--- src/rtl/cwba_cfg.svh ---
`ifndef CWBA_CFG_SVH
`define CWBA_CFG_SVH

// register indices; the byte address on the bus is four times the index
`define CWBA_IDX_CTRL        16'h3000
`define CWBA_IDX_BASE0_LOW   16'h3002
`define CWBA_IDX_BASE0_HIGH  16'h3004
`define CWBA_IDX_BASE1_LOW   16'h3006
`define CWBA_IDX_BASE1_HIGH  16'h3008
`define CWBA_IDX_STATUS      16'h3020

// field positions
`define CWBA_CTRL_ENABLE_BIT 0
`define CWBA_CTRL_MODE_BIT   12
`define CWBA_HIGH_MSB        9
`define CWBA_STAT_ACTIVE_BIT 0
`define CWBA_STAT_BUSY_BIT   1
`define CWBA_STAT_PEND_BIT   2

// reset values
`define CWBA_RST_REG16       16'h0000
`define CWBA_RST_HIGH10      10'h000
`define CWBA_RST_ADDR        26'h000_0000
`define CWBA_RST_DATA        32'h0000_0000

// step between two aligned 32-bit words, in bytes
`define CWBA_WORD_STEP       26'h000_0004

`endif

--- src/rtl/cwba_pkg.sv ---
package cwba_pkg;

  // one aligned 32-bit write toward the frame store
  typedef struct packed {
    logic [25:0] addr;
    logic [31:0] data;
  } cwba_mem_req_t;

  // one converter output word
  typedef struct packed {
    logic [31:0] data;
  } cwba_word_t;

  // placement sequencer
  typedef enum logic [0:0] {
    CWBA_IDLE,
    CWBA_FRAME
  } cwba_state_t;

endpackage

--- src/rtl/cwba_top.sv ---
// Design decision made here: the Wishbone slave port.
`timescale 1ns/1ns
`include "cwba_cfg.svh"

module cwba_top (
  // clock and reset
  input  wire logic                   clk_i,
  input  wire logic                   rst_i,
  // wishbone classic slave
  input  wire logic                   cyc_i,
  input  wire logic                   stb_i,
  input  wire logic                   we_i,
  input  wire logic [17:0]            adr_i,
  input  wire logic [3:0]             sel_i,
  input  wire logic [31:0]            dat_i,
  output logic      [31:0]            dat_o,
  output logic                        ack_o,
  // converter output stream
  input  wire logic                   frame_start_i,
  input  wire logic                   frame_done_i,
  input  wire logic                   word_valid_i,
  input  wire cwba_pkg::cwba_word_t   word_i,
  output logic                        word_ready_o,
  // frame-store write port
  output logic                        mem_valid_o,
  output cwba_pkg::cwba_mem_req_t     mem_req_o,
  input  wire logic                   mem_ack_i
);
  import cwba_pkg::*;

  // register file
  logic [15:0] base0_low_q;
  logic [9:0]  base0_high_q;
  logic [15:0] base1_low_q;
  logic [9:0]  base1_high_q;
  logic        enable_q;
  logic        buffer_mode_select_q;
  // placement state
  cwba_state_t state_q;
  logic        buf_sel_q;
  logic        enable_dly_q;
  logic [25:0] addr_q;
  logic        mem_valid_d;
  logic        accept;
  logic        bus_req;
  logic        bus_wr;
  logic [15:0] idx;
  logic [25:0] base_sel;

  // joins a high and low register pair into one start address
  function automatic logic [25:0] join_base(input logic [9:0] hi, input logic [15:0] lo);
    join_base = {hi, lo};
  endfunction

  // merges the two low byte lanes of a write into a 16-bit register
  function automatic logic [15:0] lane16(input logic [15:0] old, input logic [31:0] wd,
                                         input logic [3:0] sel);
    lane16 = {sel[1] ? wd[15:8] : old[15:8], sel[0] ? wd[7:0] : old[7:0]};
  endfunction

  // bus decode: word index is the address above the byte offset
  assign idx     = adr_i[17:2];
  assign bus_req = cyc_i && stb_i && !ack_o;
  assign bus_wr  = bus_req && we_i;

  // ack one cycle after the request, dropped in the cycle after
  always_ff @(posedge clk_i) begin
    if (rst_i) begin
      ack_o <= 1'b0;
    end else begin
      ack_o <= bus_req;
    end
  end

  // base registers; upper bits above bit 9 are never stored
  always_ff @(posedge clk_i) begin
    if (rst_i) begin
      base0_low_q  <= `CWBA_RST_REG16;
      base0_high_q <= `CWBA_RST_HIGH10;
      base1_low_q  <= `CWBA_RST_REG16;
      base1_high_q <= `CWBA_RST_HIGH10;
    end else if (bus_wr) begin
      unique case (idx)
        `CWBA_IDX_BASE0_LOW:  base0_low_q <= lane16(base0_low_q, dat_i, sel_i);
        `CWBA_IDX_BASE0_HIGH: begin
          if (sel_i[0]) begin
            base0_high_q[7:0] <= dat_i[7:0];
          end
          if (sel_i[1]) begin
            base0_high_q[9:8] <= dat_i[9:8];
          end
        end
        `CWBA_IDX_BASE1_LOW:  base1_low_q <= lane16(base1_low_q, dat_i, sel_i);
        `CWBA_IDX_BASE1_HIGH: begin
          if (sel_i[0]) begin
            base1_high_q[7:0] <= dat_i[7:0];
          end
          if (sel_i[1]) begin
            base1_high_q[9:8] <= dat_i[9:8];
          end
        end
        default: ;
      endcase
    end
  end

  // control register: enable and buffer mode
  always_ff @(posedge clk_i) begin
    if (rst_i) begin
      enable_q             <= 1'b0;
      buffer_mode_select_q <= 1'b0;
    end else if (bus_wr && idx == `CWBA_IDX_CTRL) begin
      if (sel_i[0]) begin
        enable_q <= dat_i[`CWBA_CTRL_ENABLE_BIT];
      end
      if (sel_i[1]) begin
        buffer_mode_select_q <= dat_i[`CWBA_CTRL_MODE_BIT];
      end
    end
  end

  // read mux, registered with the ack; unmapped reads give zero
  always_ff @(posedge clk_i) begin
    if (rst_i) begin
      dat_o <= `CWBA_RST_DATA;
    end else if (bus_req && !we_i) begin
      unique case (idx)
        `CWBA_IDX_CTRL:       dat_o <= {19'h0_0000, buffer_mode_select_q, 11'h000, enable_q};
        `CWBA_IDX_BASE0_LOW:  dat_o <= {16'h0000, base0_low_q};
        `CWBA_IDX_BASE0_HIGH: dat_o <= {22'h00_0000, base0_high_q};
        `CWBA_IDX_BASE1_LOW:  dat_o <= {16'h0000, base1_low_q};
        `CWBA_IDX_BASE1_HIGH: dat_o <= {22'h00_0000, base1_high_q};
        `CWBA_IDX_STATUS:     dat_o <= {29'h0000_0000, mem_valid_o,
                                        state_q == CWBA_FRAME, buf_sel_q};
        default:              dat_o <= `CWBA_RST_DATA;
      endcase
    end else begin
      dat_o <= `CWBA_RST_DATA;
    end
  end

  // base chosen for the next frame; the second base is consulted only in double mode
  always_comb begin
    base_sel = join_base(base0_high_q, base0_low_q);
    if (buffer_mode_select_q && buf_sel_q) begin
      base_sel = join_base(base1_high_q, base1_low_q);
    end
  end

  // buffer toggle: the first buffer after every enable and in single mode, flips per finished frame in double mode
  always_ff @(posedge clk_i) begin
    if (rst_i) begin
      enable_dly_q <= 1'b0;
      buf_sel_q    <= 1'b0;
    end else begin
      enable_dly_q <= enable_q;
      if (enable_q && !enable_dly_q) begin
        buf_sel_q <= 1'b0;
      end else if (!buffer_mode_select_q) begin
        buf_sel_q <= 1'b0;
      end else if (frame_done_i && state_q == CWBA_FRAME) begin
        buf_sel_q <= !buf_sel_q;
      end
    end
  end

  // a word is taken only while enabled, inside a frame and with the hold slot free
  assign accept = word_valid_i && word_ready_o;

  // frame sequencer and write address; low two bits are forced to zero
  // so a careless base still lands on a word boundary
  always_ff @(posedge clk_i) begin
    if (rst_i) begin
      state_q <= CWBA_IDLE;
      addr_q  <= `CWBA_RST_ADDR;
    end else if (!enable_q) begin
      state_q <= CWBA_IDLE;
    end else begin
      unique case (state_q)
        CWBA_IDLE: begin
          if (frame_start_i) begin
            state_q <= CWBA_FRAME;
            addr_q  <= {base_sel[25:2], 2'b00};
          end
        end
        CWBA_FRAME: begin
          if (frame_done_i) begin
            state_q <= CWBA_IDLE;
          end else if (accept) begin
            addr_q <= addr_q + `CWBA_WORD_STEP;
          end
        end
      endcase
    end
  end

  // single hold slot toward the frame store; ready mirrors its freedom
  always_comb begin
    mem_valid_d = mem_valid_o;
    if (mem_valid_o && mem_ack_i) begin
      mem_valid_d = 1'b0;
    end
    if (accept) begin
      mem_valid_d = 1'b1;
    end
  end

  always_ff @(posedge clk_i) begin
    if (rst_i) begin
      mem_valid_o  <= 1'b0;
      word_ready_o <= 1'b0;
      mem_req_o    <= '0;
    end else begin
      mem_valid_o  <= mem_valid_d;
      // ready one cycle late costs a bubble but keeps the output a flop
      word_ready_o <= !mem_valid_d && enable_q && state_q == CWBA_FRAME && !frame_done_i
                      && !(accept && addr_q + `CWBA_WORD_STEP == `CWBA_RST_ADDR);
      if (accept) begin
        mem_req_o.addr <= addr_q;
        mem_req_o.data <= word_i.data;
      end
    end
  end
endmodule

--- config.mk ---
export PLATFORM = sky130hd
export DESIGN_NAME = cwba_top
export DESIGN_NICKNAME = d
export VERILOG_FILES = /design/src/rtl/cwba_pkg.sv /design/src/rtl/cwba_top.sv
export VERILOG_INCLUDE_DIRS = /design/src /design/src/rtl
export SDC_FILE = /design/constraint.sdc
export NUM_CORES = 1
export LEC_CHECK = 0
export ABC_AREA = 0
export BUFFER_PORTS_ARGS = -buffer_cell sky130_fd_sc_hd__buf_4
export CAP_MARGIN = 40
export CORE_MARGIN = 1.5
export CORE_UTILIZATION = 45
export CTS_CLUSTER_SIZE = 20
export DETAILED_ROUTE_END_ITERATION = 10
export PLACE_DENSITY = 0.7
export SYNTH_ARGS = -nofsm -noshare
export SYNTH_HDL_FRONTEND = slang
export SYNTH_SLANG_ARGS = --single-unit
--- constraint.sdc ---
create_clock -name clk_i -period 2.8 [get_ports clk_i]
set_input_delay 0.14 -clock clk_i [delete_from_list [all_inputs] [get_ports clk_i]]
set_output_delay 0.14 -clock clk_i [all_outputs]
set_load 0.005 [all_outputs]
### Yosys cells after proc, flatten, opt, wreduce, memory -nomap -nowiden

Index checks and enable logic that the tools add are counted.

| operators by class | value |
|---|---|
| add/sub/neg operators | 1 |
| eq/ne operators | 9 |
| multiplexer cells | 11 |
| bitwise logic cells | 4 |
| reductions and logical operators | 37 |

Operators by type and width:

| operator | count |
|---|---|
| two-way mux 26 bit | 4 |
| equality test 16 x 14 -> 1 bit (second input constant) | 6 |
| case mux 16 bit (6 select lines) | 1 |
| case mux 26 bit (2 select lines) | 1 |
| adder 26 x 3 -> 26 bit (second input constant) | 1 |
| zero test 26 bit | 1 |
| AND reduction 3 bit | 8 |
| logical AND 1 bit | 15 |
| zero test 1 bit | 7 |
| two-way mux 1 bit | 4 |
| != test 2 bit (second input constant) | 2 |
| inverter 1 bit | 4 |
| AND reduction 2 bit | 2 |
| AND reduction 4 bit | 1 |
| OR reduction 2 bit | 2 |
| OR reduction 3 bit | 1 |
| != test 2 x 1 -> 1 bit (second input constant) | 1 |
| case mux 1 bit (2 select lines) | 1 |

| storage, ports and cells | value |
|---|---|
| bits in registers | 176 |
| output and inout port bits | 93 |
| word-level logic and storage cells | 82 |

### Depth between registers and ports, before layout

| depth | value |
|---|---|
| depth in word-level cells | 8 |
| depth in mapped cells | 8 |

### Worst setup path before layout

OpenSTA, ideal clock, no wires.

| timing | value |
|---|---|
| path kind | input to register |
| from | input adr_i[9] |
| to | register base1_high_q[8] |
| setup time | 0.128 ns |
| data arrival time | 1.824 ns |
| data required time | 2.672 ns |
| path slack | 0.849 ns |
| stages on the path | 6 |
| path buffers | 1 |
| cells stage by stage | or4_1 -> buf_2 -> nor4b_4 -> and3_1 -> mux2i_1 -> nor2_1 |

| on the way | value |
|---|---|
| cells in the longest elaborated chain, start to end | 2 |

Ends and longest elaborated chain:

| item | line | source |
|---|---|---|
| start, declared | cwba_top.sv:13 | `input wire logic [17:0] adr_i,` |
| equality test 16 x 14 -> 1 bit | cwba_top.sv:83 | `unique case (idx)` |
| AND reduction 3 bit (no source line) | n/a |  |
| end signal, assigned | cwba_top.sv:81 | `` base1_high_q <= `CWBA_RST_HIGH10; `` |
| end signal, assigned | cwba_top.sv:99 | `base1_high_q[9:8] <= dat_i[9:8];` |
| end, declared | cwba_top.sv:35 | `logic [9:0] base1_high_q;` |

Every way passes these cells.
A chain may end at the register's enable or synchronous reset.

### Worst setup path in the final report

| timing | value |
|---|---|
| from | register state_q |
| to | register addr_q[21] |

| on the way | value |
|---|---|
| cells in the longest elaborated chain, start to end | 3 |
| elaborated cells on any way between the ends | 6 |
| those cells by class | eq/ne (3); mux (1); bitwise (1); reduce/logical (1) |

Ends and longest elaborated chain:

| item | line | source |
|---|---|---|
| start, declared | cwba_top.sv:39 | `cwba_state_t state_q;` |
| start signal, assigned | cwba_top.sv:174 | `state_q <= CWBA_IDLE;` |
| start signal, assigned | cwba_top.sv:177 | `state_q <= CWBA_IDLE;` |
| start signal, assigned | cwba_top.sv:182 | `state_q <= CWBA_FRAME;` |
| inverter 1 bit | n/a |  |
| != test 2 bit (no source line) | n/a |  |
| AND reduction 4 bit (no source line) | n/a |  |
| end signal, assigned | cwba_top.sv:175 | `` addr_q <= `CWBA_RST_ADDR; `` |
| end signal, assigned | cwba_top.sv:183 | `addr_q <= {base_sel[25:2], 2'b00};` |
| end signal, assigned | cwba_top.sv:190 | `` addr_q <= addr_q + `CWBA_WORD_STEP; `` |
| end, declared | cwba_top.sv:42 | `logic [25:0] addr_q;` |

Several ways; a longest one is shown, not always the timed one.

==> implementation parameters <==
Parameter                              Value

Status
  Run status    finished, final reports clean

Timing
  Worst slew pin tran    665 ps
  Worst hold slack    7.73 ps
  Final Hold Fails    0
  Accumulated negative setup slack    0 ps
  Number of setup violations in the final report    0
  Max-Slew Margin vs Limit    0.555
  Time the worst path needs with I/O delays and setup    2100 ps
  Count of pins over their slew limit    0
  Upper clock frequency limit    477 MHz
  Fin Clk Skew    8.68 ps
  Setup repair after global routing missed its margin    no
  Final worst-path cycle share    0.748

Logic synthesis
  Number of different library cells in the post-synthesis netlist    55
  Number of warning messages in the yosys log    0
  Top-area cell type share of the netlist area    0.450
  Largest cells by area after synthesis    sky130_fd_sc_hd__dfxtp_1 (45%), sky130_fd_sc_hd__mux2i_1 (10%), sky130_fd_sc_hd__nand2_1 (9.0%)
  Number of synthesized flops with an enable pin    0
  Async set-or-reset flop fraction in the synthesized netlist    0
  Post-synthesis instance total    836
  Number of storage elements in the synthesis netlist    156
  Post-synthesis cell area    0.00694 mm2
  Post-synthesis sequential area ratio    0.450
  Primary FF master, synth    sky130_fd_sc_hd__dfxtp_1
  Synthesized area divided by synthesized cell count    8.30 um2
  Top cell type by total area after synthesis    sky130_fd_sc_hd__dfxtp_1

Worst setup path
  Crit start category    flop
  Critical path arrival    2410 ps
  Kind of capture point of the worst setup path    flop
  CP Data Required Time    3120 ps
  Kind of critical path    flop to flop
  Largest driver fanout on the critical path    15

Cells and area
  Number of fill cells in the layout    1348
  Sequential cell area in the final layout    0.00312 mm2
  NumNets Final    1109
  Most used cells in the layout excluding fill and tap cells    sky130_fd_sc_hd__buf_4 (169), sky130_fd_sc_hd__nand2_1 (166), sky130_fd_sc_hd__dfxtp_1 (156)
  Multi-input gate area    0.00347 mm2
  Area growth from synthesis to final layout    32.6%
  Most common cell after layout, fill and taps aside    sky130_fd_sc_hd__buf_4
  Fraction of layout instances using a drive strength above 1    0.210
  Antenna cells    0

Power and ir drop
  Static power due to leakage    0.00397 uW
  Ratio of total power to cell area    500 mW/mm2
  Maximum vdd drop    0.450 mV

Place
  Detailed placement HPWL    12200 um
  Number of buffer cells added on primary ports    149
  Global placer's final weighted congestion    0.889

Floorplanning
  Chip Width    127 um
  Effective utilization at floorplan    0.458
  Die Outline Area    0.0162 mm2
  I/O pin count    188
  Vertical die dimension    127 um
  Floorplan row count    45
  Area inside the core boundary    0.0151 mm2

Drt
  Number of nets with antenna violations after routing    0
  Remaining routing DRC violations    0
  DR pass1 iterations    5
  Via density per instance    5.38
  Final WL    19100 um
  Wire length per cell after detailed routing    15.7 um
  Total via count in the routed design    6521
  Initial detailed-routing violation count    508

Run
  Max capacitance violation total    0

Clock network
  Insertion delay to the later sink of the worst-skew pair    430 ps
  Count of H-tree levels built during CTS    4
  Register clock-pin slew on the reported worst setup and hold paths    60 ps
  Count of buffers added by post-CTS timing repair for setup    0
  Buffers from clock root to sink, at most    2
  Clock Sink Count    156
  Post-cts repair resize count    0
  Clock tree from TritonCTS    done
  Clk root buf    sky130_fd_sc_hd__clkbuf_16
  Number of buffers created by CTS    17

Hold path
  Min-delay worst type    input port to flop

GRT
  Overall Global Routing Usage    0.235
  Sum of overflow across all layers after global routing    0
  Initial antenna violation count    0
  Global-route wire length before repair    30200 um
  Vias in the first global route    6080
  Pin count of the biggest net entering global routing    59
critical path, cell delays in order, from the launching register on:
cell	delay (ps)
sky130_fd_sc_hd__dfxtp_1	580
sky130_fd_sc_hd__buf_4	280
sky130_fd_sc_hd__nand3_1	100
sky130_fd_sc_hd__nor4_1	450
sky130_fd_sc_hd__buf_4	240
sky130_fd_sc_hd__a31oi_1	90
sky130_fd_sc_hd__o221a_2	250
worst paths after layout:
check	from	to	slack, ps	cells after the start
setup / recovery	state_q	addr_q[21]	700	6
hold / removal	mem_ack_i	mem_valid_o	8	4
setup reg to reg	state_q	addr_q[21]	700	6
hold reg to reg	mem_req_o[9]	mem_req_o[9]	450	2
sequential cells by signal, indices dropped and copies added, names as in the netlist, 10 cells and up:
name and flops:
mem_req_o 56, addr_q 24, base0_low_q 16, base1_low_q 16, dat_o 16, base0_high_q 10
base1_high_q 10
metrics by stage:
stage | power, uW | area [um2] | setup slack [ps] | utilization | instances
CTS | 4630 | 9210 | 726 | 0.608 | 1213
finish | 4610 | 9210 | 705 | 0.608 | 1213
global placement | 2450 | 8150 | 508 | 0.538 | 1131
global route | 4740 | 9210 | 507 | 0.608 | 1213
detailed placement | 2450 | 8150 | 461 | 0.538 | 1131
floorplan | 2360 | 7010 | 849 | - | 853
layer usage:
| layer | routed length (um) | GRT usage | vias up |
|---|---|---|---|
| met5 | 0 | 0 | - |
| met4 | 442 | 0.0869 | 0 |
| met3 | 980 | 0.0637 | 44 |
| met2 | 9190 | 0.388 | 172 |
| met1 | 8490 | 0.294 | 3078 |
| li1 | - | - | 3227 |
synthesized netlist by cell type (2+ instances only):
cell type / instances
sky130_fd_sc_hd__nand2_1: 167
sky130_fd_sc_hd__dfxtp_1: 156
sky130_fd_sc_hd__a21oi_1: 87
sky130_fd_sc_hd__nor2_1: 81
sky130_fd_sc_hd__mux2i_1: 71
sky130_fd_sc_hd__clkbuf_1: 54
sky130_fd_sc_hd__and3_1: 19
sky130_fd_sc_hd__buf_4: 18
sky130_fd_sc_hd__o21ai_0: 16
sky130_fd_sc_hd__a22oi_1: 15
sky130_fd_sc_hd__inv_1: 12
sky130_fd_sc_hd__and2_1: 11
sky130_fd_sc_hd__nand3_1: 11
sky130_fd_sc_hd__o22ai_1: 10
sky130_fd_sc_hd__nor4_1: 9
sky130_fd_sc_hd__nor3_1: 8
sky130_fd_sc_hd__a31oi_1: 7
sky130_fd_sc_hd__nand4_1: 7
sky130_fd_sc_hd__a211oi_1: 6
sky130_fd_sc_hd__o21a_1: 6
sky130_fd_sc_hd__nor2b_1: 5
sky130_fd_sc_hd__o32ai_1: 5
sky130_fd_sc_hd__buf_1: 4
sky130_fd_sc_hd__nand4_2: 4
sky130_fd_sc_hd__a2111oi_0: 3
sky130_fd_sc_hd__and4b_1: 3
sky130_fd_sc_hd__buf_2: 3
sky130_fd_sc_hd__o221a_2: 3
sky130_fd_sc_hd__or4b_1: 3
sky130_fd_sc_hd__a311oi_1: 2
sky130_fd_sc_hd__a32oi_1: 2
sky130_fd_sc_hd__a41oi_1: 2
sky130_fd_sc_hd__and3b_1: 2
sky130_fd_sc_hd__nand2b_1: 2
sky130_fd_sc_hd__nand3_4: 2
logic make-up after synthesis:
kind of cell / Yosys count / synth area share
flip-flops: 156 / 0.450
multiplexers: 72 / 0.104
adder cells (fa/ha/maj): 1 / 0.00180
AND/OR/NAND/NOR: 341 / 0.231
XOR/XNOR: 1 / 0.00126
buffers and inverters: 91 / 0.0595
other: 1 / 0.000540
AO/OA/AOI/OAI: 173 / 0.152
repair_timing:
action,4_1_cts,5_1_grt
endpoints found under the hold margin,83,0
setup endpoints to repair,0,0
hold buffers,51,0
cell type report:
class / count / area share
multi-input combinational: 606 / 0.377
sequential: 156 / 0.339
timing repair buffer: 220 / 0.193
clock buffer: 18 / 0.0477
tap: 188 / 0.0256
clock inverter: 13 / 0.0118
inverter: 12 / 0.00489
power breakdown:
group          total, uW  switching, uW  internal, uW
clock               2150            977          1170
sequential          2220          0.368          2220
combinational        240            110           130
Power figures use the tool's default switching activity.
